<file path="src/logic/sahc_pkg.sv">
// Purpose: Shared constants and types for the converter control block.
// Assumes: 40 MHz system clock, APB register access with 32-bit data.
// Notes:   Timing counts derive from times held in their own units.
package sahc_pkg;
  localparam int          CLK_KHZ       = 40000;
  localparam int          RES_BITS      = 12;
  localparam int          SHORT_BITS    = 8;
  // Conversion time ceiling and the time spent on one bit decision.
  localparam int          CONV_MAX_NS   = 8000;
  localparam int          BIT_NS        = 500;
  localparam int          BIT_CYC       = (BIT_NS * CLK_KHZ) / 1000000;
  localparam int          CONV_MAX_CYC  = (CONV_MAX_NS * CLK_KHZ) / 1000000;
  localparam logic [4:0]  BIT_CYC_LAST  = 5'(BIT_CYC - 1);
  localparam logic [3:0]  IDX_MSB       = 4'hB;
  localparam logic [3:0]  IDX_STOP_LONG = 4'h0;
  localparam logic [3:0]  IDX_STOP_SHORT = 4'h4;
  localparam logic [11:0] SAR_FIRST     = 12'h800;
  // Register byte offsets.
  localparam logic [7:0]  OFS_STATUS    = 8'h00;
  localparam logic [7:0]  OFS_RESULT    = 8'h04;
  localparam logic [7:0]  OFS_IRQ_STAT  = 8'h08;
  localparam logic [7:0]  OFS_IRQ_MASK  = 8'h0C;
  // Field positions.
  localparam int          ST_BUSY_BIT   = 0;
  localparam int          ST_SHORT_BIT  = 1;
  localparam int          IRQ_DONE_BIT  = 0;
  localparam int          IRQ_RESTART_BIT = 1;
  localparam logic [1:0]  IRQ_RST       = 2'h0;
  localparam logic [11:0] RESULT_RST    = 12'h000;
  localparam logic [3:0]  ZERO_NIB      = 4'h0;

  typedef struct packed {
    logic word_sel;
    logic sel_n;
    logic byte_sel_short_cycle;
    logic read_conv;
    logic chip_en;
  } sahc_ctl_type;

  typedef struct packed {
    logic upper;
    logic mid;
    logic lower;
  } sahc_oe_type;
endpackage

</file>
<file path="src/logic/sahc_top.sv">
// Purpose: Control, successive-approximation sequencer and output gating.
// Assumes: Control pins and comparator are asynchronous; APB on clk.
// Notes:   Result lines are data plus three group enables, no tristate here.
//
// Decided for this implementation: the placing of the registers and the APB register port.
`timescale 1ns/1ps
// Operation
// RL1: Conversion timing comes from internal clock.
// RL2: Full conversion finishes within 8 microseconds.
// RL3: Exactly five logic control inputs accepted.
// RL4: Host picks cycle, starts, reads after completion.
// RL5: Stand-alone mode driven by read/convert alone.
// RL6: Result as 12 bits or 8+4 left-justified.
// RL7: Start on chip enable, select or read/convert.
// RL8: Same start delay; simultaneous changes still start.
// RL9: Host settles other start inputs 50 ns early.
// RL10: Drive data only when all read conditions hold.
// RL11: Word and byte select choose driven lines.
// RL12: Status high during conversion; outputs float then.
// RL13: Start while busy only relatches byte select.
// RL14: Byte select low 12-bit, high 8-bit cycle.
// RL15: Word select high all; else byte halves.
// RL16: Start when enable conditions first all true.
// RL17: Separate enables; byte groups never both on. Code turns on all three groups when word select is high.
module sahc_top (
  // Clock and reset.
  input  wire logic               clk,
  input  wire logic               rst,
  // Converter control pins.
  input  wire sahc_pkg::sahc_ctl_type ctl_pins, // RL3
  // Analog side: trial code out, comparator answer in.
  output logic [11:0]             dac_code,
  input  wire logic               cmp_above,
  // Result lines and status.
  output logic [11:0]             result_bus,
  output sahc_pkg::sahc_oe_type   result_oe,
  output logic                    conv_in_progress,
  // APB slave.
  input  wire logic               psel,
  input  wire logic               penable,
  input  wire logic               pwrite,
  input  wire logic [7:0]         paddr,
  input  wire logic [31:0]        pwdata,
  output logic [31:0]             prdata,
  output logic                    pready,
  output logic                    pslverr,
  // Interrupt.
  output logic                    irq
);
  import sahc_pkg::*;

  // ---------------------------------------------------------------------------
  // Input synchronisation
  // ---------------------------------------------------------------------------
  sahc_ctl_type ctl;
  logic         cmp;

  sahc_sync #(.W(6)) u_sync (
    .clk  (clk),
    .rst  (rst),
    .din  ({ctl_pins, cmp_above}),
    .dout ({ctl, cmp})
  );

  // ---------------------------------------------------------------------------
  // Start detection and sequencer
  // ---------------------------------------------------------------------------
  logic        arm_cond;
  logic        start_evt;
  logic        arm_prev_reg;
  logic        arm_prev_next;
  logic        busy_reg;
  logic        busy_next;
  logic        short_reg;
  logic        short_next;
  logic [3:0]  idx_reg;
  logic [3:0]  idx_next;
  logic [4:0]  cyc_reg;
  logic [4:0]  cyc_next;
  logic [11:0] sar_reg;
  logic [11:0] sar_next;
  logic [11:0] res_reg;
  logic [11:0] res_next;
  logic        done_evt;
  logic        restart_evt;
  logic [3:0]  stop_idx;

  // Three start pins meet in one condition, so any one or several changing
  // together give a single start with the same delay.
  assign arm_cond    = ctl.chip_en & ~ctl.sel_n & ~ctl.read_conv; // RL5 RL7 RL8 RL16
  assign start_evt   = arm_cond & ~arm_prev_reg;                  // RL16
  assign restart_evt = start_evt & busy_reg;
  assign stop_idx    = short_reg ? IDX_STOP_SHORT : IDX_STOP_LONG;
  assign done_evt    = busy_reg && (cyc_reg == BIT_CYC_LAST) && (idx_reg <= stop_idx);

  always_comb begin
    arm_prev_next = arm_cond;
    busy_next     = busy_reg;
    short_next    = short_reg;
    idx_next      = idx_reg;
    cyc_next      = cyc_reg;
    sar_next      = sar_reg;
    res_next      = res_reg;
    if (start_evt) begin
      short_next = ctl.byte_sel_short_cycle; // RL13 RL14
    end
    if (start_evt && !busy_reg) begin
      busy_next = 1'b1; // RL12
      idx_next  = IDX_MSB;
      cyc_next  = 5'h00;
      sar_next  = SAR_FIRST;
    end else if (busy_reg) begin
      // Each bit decision takes a fixed count of internal clocks.
      if (cyc_reg == BIT_CYC_LAST) begin // RL1 RL2
        cyc_next = 5'h00;
        if (!cmp) begin
          sar_next[idx_reg] = 1'b0;
        end
        if (idx_reg <= stop_idx) begin
          busy_next = 1'b0; // RL12
          res_next  = cmp ? sar_reg : (sar_reg & ~(12'h001 << idx_reg));
        end else begin
          idx_next = idx_reg - 4'h1;
          sar_next[idx_reg - 4'h1] = 1'b1;
        end
      end else begin
        cyc_next = cyc_reg + 5'h01;
      end
    end
  end

  always_ff @(posedge clk) begin
    if (rst) begin
      arm_prev_reg <= 1'b0;
      busy_reg     <= 1'b0;
      short_reg    <= 1'b0;
      idx_reg      <= 4'h0;
      cyc_reg      <= 5'h00;
      sar_reg      <= 12'h000;
      res_reg      <= RESULT_RST;
    end else begin
      arm_prev_reg <= arm_prev_next;
      busy_reg     <= busy_next;
      short_reg    <= short_next;
      idx_reg      <= idx_next;
      cyc_reg      <= cyc_next;
      sar_reg      <= sar_next;
      res_reg      <= res_next;
    end
  end

  assign conv_in_progress = busy_reg; // RL4 RL12
  assign dac_code         = sar_reg;

  // ---------------------------------------------------------------------------
  // Result line gating
  // ---------------------------------------------------------------------------
  logic         read_ok;
  sahc_oe_type  oe_reg;
  sahc_oe_type  oe_want;
  sahc_oe_type  oe_next;
  logic [11:0]  bus_reg;
  logic [11:0]  bus_next;

  assign read_ok = ctl.read_conv & ~busy_reg & ctl.chip_en & ~ctl.sel_n; // RL10 RL12

  always_comb begin
    oe_want  = '0;
    bus_next = bus_reg;
    if (read_ok) begin
      if (ctl.word_sel) begin
        oe_want  = '{upper: 1'b1, mid: 1'b1, lower: 1'b1}; // RL11 RL15
        bus_next = res_reg;                                 // RL6
      end else if (!ctl.byte_sel_short_cycle) begin
        oe_want  = '{upper: 1'b1, mid: 1'b1, lower: 1'b0}; // RL15
        bus_next = res_reg;
      end else begin
        oe_want  = '{upper: 1'b0, mid: 1'b1, lower: 1'b1}; // RL15
        bus_next = {res_reg[11:8], ZERO_NIB, res_reg[3:0]}; // RL6
      end
    end
    oe_next = oe_want;
    // Break before make between the two bytes.
    if ((oe_reg != '0) && (oe_want != '0) && (oe_reg != oe_want)) begin
      oe_next = '0; // RL17
    end
  end

  always_ff @(posedge clk) begin
    if (rst) begin
      oe_reg  <= '0;
      bus_reg <= RESULT_RST;
    end else begin
      oe_reg  <= oe_next;
      bus_reg <= bus_next;
    end
  end

  assign result_oe  = oe_reg;
  assign result_bus = bus_reg;

  // ---------------------------------------------------------------------------
  // APB registers and interrupt
  // ---------------------------------------------------------------------------
  logic        addr_ok;
  logic        wr_acc;
  logic [1:0]  ist_reg;
  logic [1:0]  ist_next;
  logic [1:0]  imask_reg;
  logic [1:0]  imask_next;
  logic [31:0] rd_reg;
  logic [31:0] rd_next;
  logic [1:0]  ev_set;

  assign addr_ok = (paddr == OFS_STATUS) || (paddr == OFS_RESULT) ||
                   (paddr == OFS_IRQ_STAT) || (paddr == OFS_IRQ_MASK);
  assign wr_acc  = psel & penable & pwrite;
  assign ev_set  = {restart_evt, done_evt};

  always_comb begin
    ist_next   = ist_reg;
    imask_next = imask_reg;
    rd_next    = rd_reg;
    if (wr_acc && (paddr == OFS_IRQ_STAT)) begin
      ist_next = ist_reg & ~pwdata[1:0];
    end
    if (wr_acc && (paddr == OFS_IRQ_MASK)) begin
      imask_next = pwdata[1:0];
    end
    ist_next = ist_next | ev_set;
    if (psel && !penable) begin
      case (paddr)
        OFS_STATUS:   rd_next = {30'h0, short_reg, busy_reg};
        OFS_RESULT:   rd_next = {20'h0, res_reg};
        OFS_IRQ_STAT: rd_next = {30'h0, ist_reg};
        OFS_IRQ_MASK: rd_next = {30'h0, imask_reg};
        default:      rd_next = 32'h0000_0000;
      endcase
    end
  end

  always_ff @(posedge clk) begin
    if (rst) begin
      ist_reg   <= IRQ_RST;
      imask_reg <= IRQ_RST;
      rd_reg    <= 32'h0000_0000;
    end else begin
      ist_reg   <= ist_next;
      imask_reg <= imask_next;
      rd_reg    <= rd_next;
    end
  end

  assign prdata  = rd_reg;
  assign pready  = 1'b1;
  assign pslverr = psel & penable & ~addr_ok;
  assign irq     = |(ist_reg & imask_reg);

  // ---------------------------------------------------------------------------
  // Checks
  // ---------------------------------------------------------------------------
  logic [8:0] busy_cnt_reg;

  always_ff @(posedge clk) begin
    if (rst || !busy_reg) begin
      busy_cnt_reg <= 9'h000;
    end else begin
      busy_cnt_reg <= busy_cnt_reg + 9'h001;
    end
  end

  a_start_busy: assert property (@(posedge clk) disable iff (rst) // RL12
    (start_evt && !busy_reg) |=> busy_reg)
    else $error("Status did not rise after a start.");

  a_conv_bound: assert property (@(posedge clk) disable iff (rst) // RL2
    busy_cnt_reg <= 9'(CONV_MAX_CYC))
    else $error("Conversion ran past its time limit.");

  a_short_len: assert property (@(posedge clk) disable iff (rst) // RL14
    (done_evt && short_reg && $past(!busy_reg, 160)) |->
      busy_cnt_reg == 9'(SHORT_BITS * BIT_CYC - 1))
    else $error("Short cycle length is wrong.");

  a_read_gate: assert property (@(posedge clk) disable iff (rst) // RL10
    (result_oe != '0) |-> $past(read_ok))
    else $error("Result lines driven without read conditions.");

  a_busy_float: assert property (@(posedge clk) disable iff (rst) // RL12
    busy_reg |-> result_oe == '0)
    else $error("Result lines driven during conversion.");

  a_byte_excl: assert property (@(posedge clk) disable iff (rst) // RL17
    (result_oe.upper && result_oe.lower) |-> $past(ctl.word_sel))
    else $error("Both byte groups enabled in byte mode.");

  a_low_zeros: assert property (@(posedge clk) disable iff (rst) // RL15
    (result_oe.lower && !result_oe.upper) |-> result_bus[7:4] == ZERO_NIB)
    else $error("Trailing zeros missing on low byte.");

  a_relatch_sel: assert property (@(posedge clk) disable iff (rst) // RL13
    (start_evt && busy_reg && !done_evt) |=>
      busy_reg && short_reg == $past(ctl.byte_sel_short_cycle))
    else $error("Start during conversion misbehaved.");

  a_irq_level: assert property (@(posedge clk) disable iff (rst) // RL4
    done_evt && imask_reg[IRQ_DONE_BIT] |=> irq)
    else $error("Interrupt missing after completion.");

endmodule // sahc_top

</file>
<file path="src/logic/sahc_sync.sv">
// Purpose: Three-stage input synchroniser with agreement filter.
// Assumes: Inputs are asynchronous to clk.
// Notes:   The output moves only when the second and third stages agree.
`timescale 1ns/1ps
module sahc_sync #(
  parameter int W = 1
) (
  // Clock and reset.
  input  wire logic         clk,
  input  wire logic         rst,
  // Data.
  input  wire logic [W-1:0] din,
  output logic      [W-1:0] dout
);
  logic [W-1:0] s1_reg;
  logic [W-1:0] s2_reg;
  logic [W-1:0] s3_reg;
  logic [W-1:0] out_next;

  always_comb begin
    for (int i = 0; i < W; i++) begin
      out_next[i] = (s2_reg[i] == s3_reg[i]) ? s3_reg[i] : dout[i];
    end
  end

  always_ff @(posedge clk) begin
    if (rst) begin
      s1_reg <= '0;
      s2_reg <= '0;
      s3_reg <= '0;
      dout   <= '0;
    end else begin
      s1_reg <= din;
      s2_reg <= s1_reg;
      s3_reg <= s2_reg;
      dout   <= out_next;
    end
  end
endmodule // sahc_sync

</file>
<file path="config.mk">
export PLATFORM = sky130hd
export DESIGN_NAME = sahc_top
export DESIGN_NICKNAME = d
export VERILOG_FILES = /design/src/logic/sahc_pkg.sv /design/src/logic/sahc_top.sv /design/src/logic/sahc_sync.sv
export SDC_FILE = /design/constraint.sdc
export NUM_CORES = 1
export LEC_CHECK = 0
export ABC_AREA = 1
export BUFFER_PORTS_ARGS = -buffer_cell sky130_fd_sc_hd__buf_2
export CAP_MARGIN = 5
export CORE_MARGIN = 2
export CORE_UTILIZATION = 52
export DETAILED_ROUTE_END_ITERATION = 10
export PLACE_DENSITY = 0.88
export RECOVER_POWER = 25
export SLEW_MARGIN = 25
export SYNTH_ARGS = -nofsm -noshare
export SYNTH_HDL_FRONTEND = slang
export SYNTH_HIERARCHICAL = 1
export SYNTH_SLANG_ARGS = --single-unit
</file>
<file path="constraint.sdc">
create_clock -name clk -period 1.88 [get_ports clk]
set_input_delay 0.376 -clock clk [delete_from_list [all_inputs] [get_ports clk]]
set_output_delay 0.376 -clock clk [all_outputs]
set_load 0.1 [all_outputs]
</file>
==> impl_metrics.csv <==
group,metric,value,unit
yosys,synthCells,533,
finish,syn2layout_area_growth,14.6,%
worst_setup_path,critPathSlowestCell,"sky130_fd_sc_hd__dfxtp_1",
cts,cts_buffer_depth,2,
sta,setup_viol,0,
drt,drtAntennaViolNets,0,
die,placementRows,32,
drt,postRouteWirelength,8960,µm
finish,antenna_cells,0,
worst_setup_path,startpoint_type,"register",
die,floorplan.initialDensity,0.527,
cts,cts_tree,"done",
worst_setup_path,worst_setup_path_end_kind,"register",
finish,final_design_area_no_fill,4600,µm²
worst_setup_path,max_stage_delay,0.38,ns
grt,grt_antenna_before_repair,0,
sta,final.min_clock_period,1.73,ns
sta,rsz0062_at_grt,"false",
drt,drt_pass1_iterations,4,
worst_setup_path,worstSetupStartpoint,"idx_reg[2]",
cts,cts_sinks,91,
sta,number_of_hold_slack_violations_in_the_final_timing_report,0,
yosys,netlist_top_cells_area,"sky130_fd_sc_hd__dfxtp_1 45%, sky130_fd_sc_hd__a21oi_1 7.1%, sky130_fd_sc_hd__nand2_1 6.8%, sky130_fd_sc_hd__nor2_1 6.6%, sky130_fd_sc_hd__inv_1 6.5%",
yosys,synthMostInstantiatedCell,"sky130_fd_sc_hd__dfxtp_1",
finish,utilization,0.604,
cts,cts-root-buf,"sky130_fd_sc_hd__clkbuf_8",
worst_setup_path,critical_path.n_buffers_inverters,4,
yosys,synth.avg_cell_area,7.52,µm²
die,design.die.area,8430,µm²
drt,detail_route.drc_violations,0,
run,max_cap_viol_count,0,
worst_setup_path,cp_data_required_time,2.12,ns
die,coreArea,7610,µm²
yosys,post_synth_num_cell_types,35,
sta,fmax,0.577,GHz
pwr,cellPowerDensity,833,nW/µm²
cts,holdBufCountCts,0,
yosys,netlist_area,4010,µm²
grt,globalRouteTotalUtil,0.218,
status,outcome,"finished, final reports clean",
cts,numCtsBuffers,9,
sta,final-max-slew-violation-count,0,
drt,routed_wire_length_per_instance,12.6,µm
placed_design,dpl-instance-area,4380,µm²
pwr,total_leakage_power,2.04,nW
grt,gr-total-overflow,0,
cts,worst_skew_pair.late_latency,0.35,ns
yosys,synth_sequential_area_ratio,0.454,
grt,grt_start_max_net_pins,35,
worst_setup_path,cp.arrival,1.97,ns
worst_setup_path,critical_path.cell_chain,"inv_1, ha_1, nand2_1, a21oi_1, buf_4, inv_1, nand2_1, nand2_1, inv_1, a21oi_1",
die,fp.dieH,91.8,µm
placed_design,gp_congestion,0.894,
die,die_width,91.8,µm
sta,timing.setup.tns,0,ns
yosys,postSynthRegisterBits,91,
sta,worstMarginPinSlew,0.714,ns
grt,via_count_of_the_first_global_routing_pass,3288,
pwr,irDropWorstVdd,0.000417,V
worst_setup_path,critical_path_type,"reg -> reg",
placed_design,port-buffer-count,62,
die,top_level_ports,114,
yosys,synth.cells.most_frequent,"91 x sky130_fd_sc_hd__dfxtp_1, 73 x sky130_fd_sc_hd__nand2_1, 71 x sky130_fd_sc_hd__nor2_1",
yosys,netlist.area_leader.share,0.454,
drt,drt_iter0_markers,154,
worst_setup_path,r2r_start,"idx_reg[2]",
placed_design,dp_hpwl,6630,µm
cts,htree_levels,3,
worst_setup_path,critical_path_s_top_delay_family,"buffers and inverters",
yosys,synth.yosys.warnings,6,
drt,route.detailed.vias_per_inst,5.03,
sta,worst_slew_margin_rel,0.524,
worst_hold_path,hold_path.startpoint,"cmp_above",
sta,min_period_over_period,0.922,
worst_hold_path,worstHoldPathType,"in -> reg",
worst_setup_path,worstPathMaxFanout,7,
finish,drive_gt1_frac,0.163,
grt,grt_pass1_wl,14800,µm
drt,detailroute.via_count,3565,
yosys,share_of_async_settable_or_async_resettable_flops_after_synthesis,0,
cts,clk_pin_slew,0.08,ns
yosys,synth_largest_area_cell,"sky130_fd_sc_hd__dfxtp_1",
sta,final.setup_skew,0.00511,ns
yosys,synth-edff-count,0,
finish,finish.net_count,662,
yosys,ys.flop_type,"sky130_fd_sc_hd__dfxtp_1",
-- report_power, final --
| group | leakage, nW | internal, W | switching (W) |
|---|---|---|---|
| combinational | 1.19 | 0.0000588 | 0.000368 |
| clock | 0.111 | 0.000787 | 0.000647 |
| sequential | 0.738 | 0.00195 | 0.0000125 |
| total | 2.04 | 0.00280 | 0.00103 |
-- repair_timing --
item	4_1_cts	5_1_grt
buffers inserted	0	1
gates resized for setup	0	2
setup endpoints to repair	0	4
-- cell type report --
type                            count  area, µm²
Multi-Input combinational cell    350       1710
Tap cell                          102        128
Sequential cell                    91       1820
Fill cell                         697       3010
Timing Repair Buffer               78        448
Clock inverter                      4       73.8
Clock buffer                       12        145
Inverter                           72        273
-- path summary, 6_finish.rpt --
kind,endpoint,slack (ns),cells after the start
worst min-delay path,u_sync/s1_reg[0],0.22,3
worst max-delay path,idx_reg[1],0.15,10
worst min register to register,u_sync/s2_reg[5],0.40,2
worst max register to register,idx_reg[1],0.15,10
-- metrics by stage --
stage                     hold WS, ns  instances  total power, W  worst slack [ns]
after floorplan                 0.388        552         0.00241             0.109
after global placement          0.390        692         0.00243             0.189
after detailed placement        0.393        692         0.00244             0.148
after CTS                       0.212        708         0.00385             0.135
after global routing            0.224        709         0.00396            0.0297
final                           0.220        709         0.00383             0.147
-- cell usage in the layout, fill, tap and decap left out, types with 3 or more instances in the layout --
cell                       Yosys  routed
sky130_fd_sc_hd__a31oi_1       5       5
sky130_fd_sc_hd__nand2_1      73      73
sky130_fd_sc_hd__clkbuf_8      0      10
sky130_fd_sc_hd__a21oi_1      57      57
sky130_fd_sc_hd__dfxtp_1      91      90
sky130_fd_sc_hd__a21boi_0      4       4
sky130_fd_sc_hd__o21ai_0      42      42
sky130_fd_sc_hd__nor3_1        6       7
sky130_fd_sc_hd__buf_2         3      61
sky130_fd_sc_hd__clkbuf_1      6       4
sky130_fd_sc_hd__xor2_1        3       3
sky130_fd_sc_hd__nor2_1       71      69
sky130_fd_sc_hd__conb_1        2      21
sky130_fd_sc_hd__nand3_1      38      38
sky130_fd_sc_hd__ha_1          9       9
sky130_fd_sc_hd__nand4_1       5       5
sky130_fd_sc_hd__buf_4        23      12
sky130_fd_sc_hd__inv_1        69      70
sky130_fd_sc_hd__nor2_2        1       3
-- cells by family (layout without fill, tap and decap cells) --
logic type               Yosys count  in the layout  synth area share
AND/OR/NAND/NOR                  202            202             0.217
AO/OA/AOI/OAI                    115            115             0.154
buffers and inverters            111            166             0.138
flip-flops                        91             91             0.454
adder cells (fa/ha/maj)            9              9            0.0281
XOR/XNOR                           3              3           0.00655
other                              2             21           0.00187
-- tightest hold or removal path, cell delays in order --
cell and delay [ns]:
sky130_fd_sc_hd__buf_2 0.07, sky130_fd_sc_hd__inv_1 0.03, sky130_fd_sc_hd__nor2_1 0.06
-- metal layers --
metal	GRT usage	up-vias	wire length (µm)
li1	-	1808	-
met2	0.369	129	4230
met4	0.0958	0	225
met3	0.0304	15	469
met1	0.278	1613	4030
met5	0	-	0
Power figures use the tool's default switching activity.
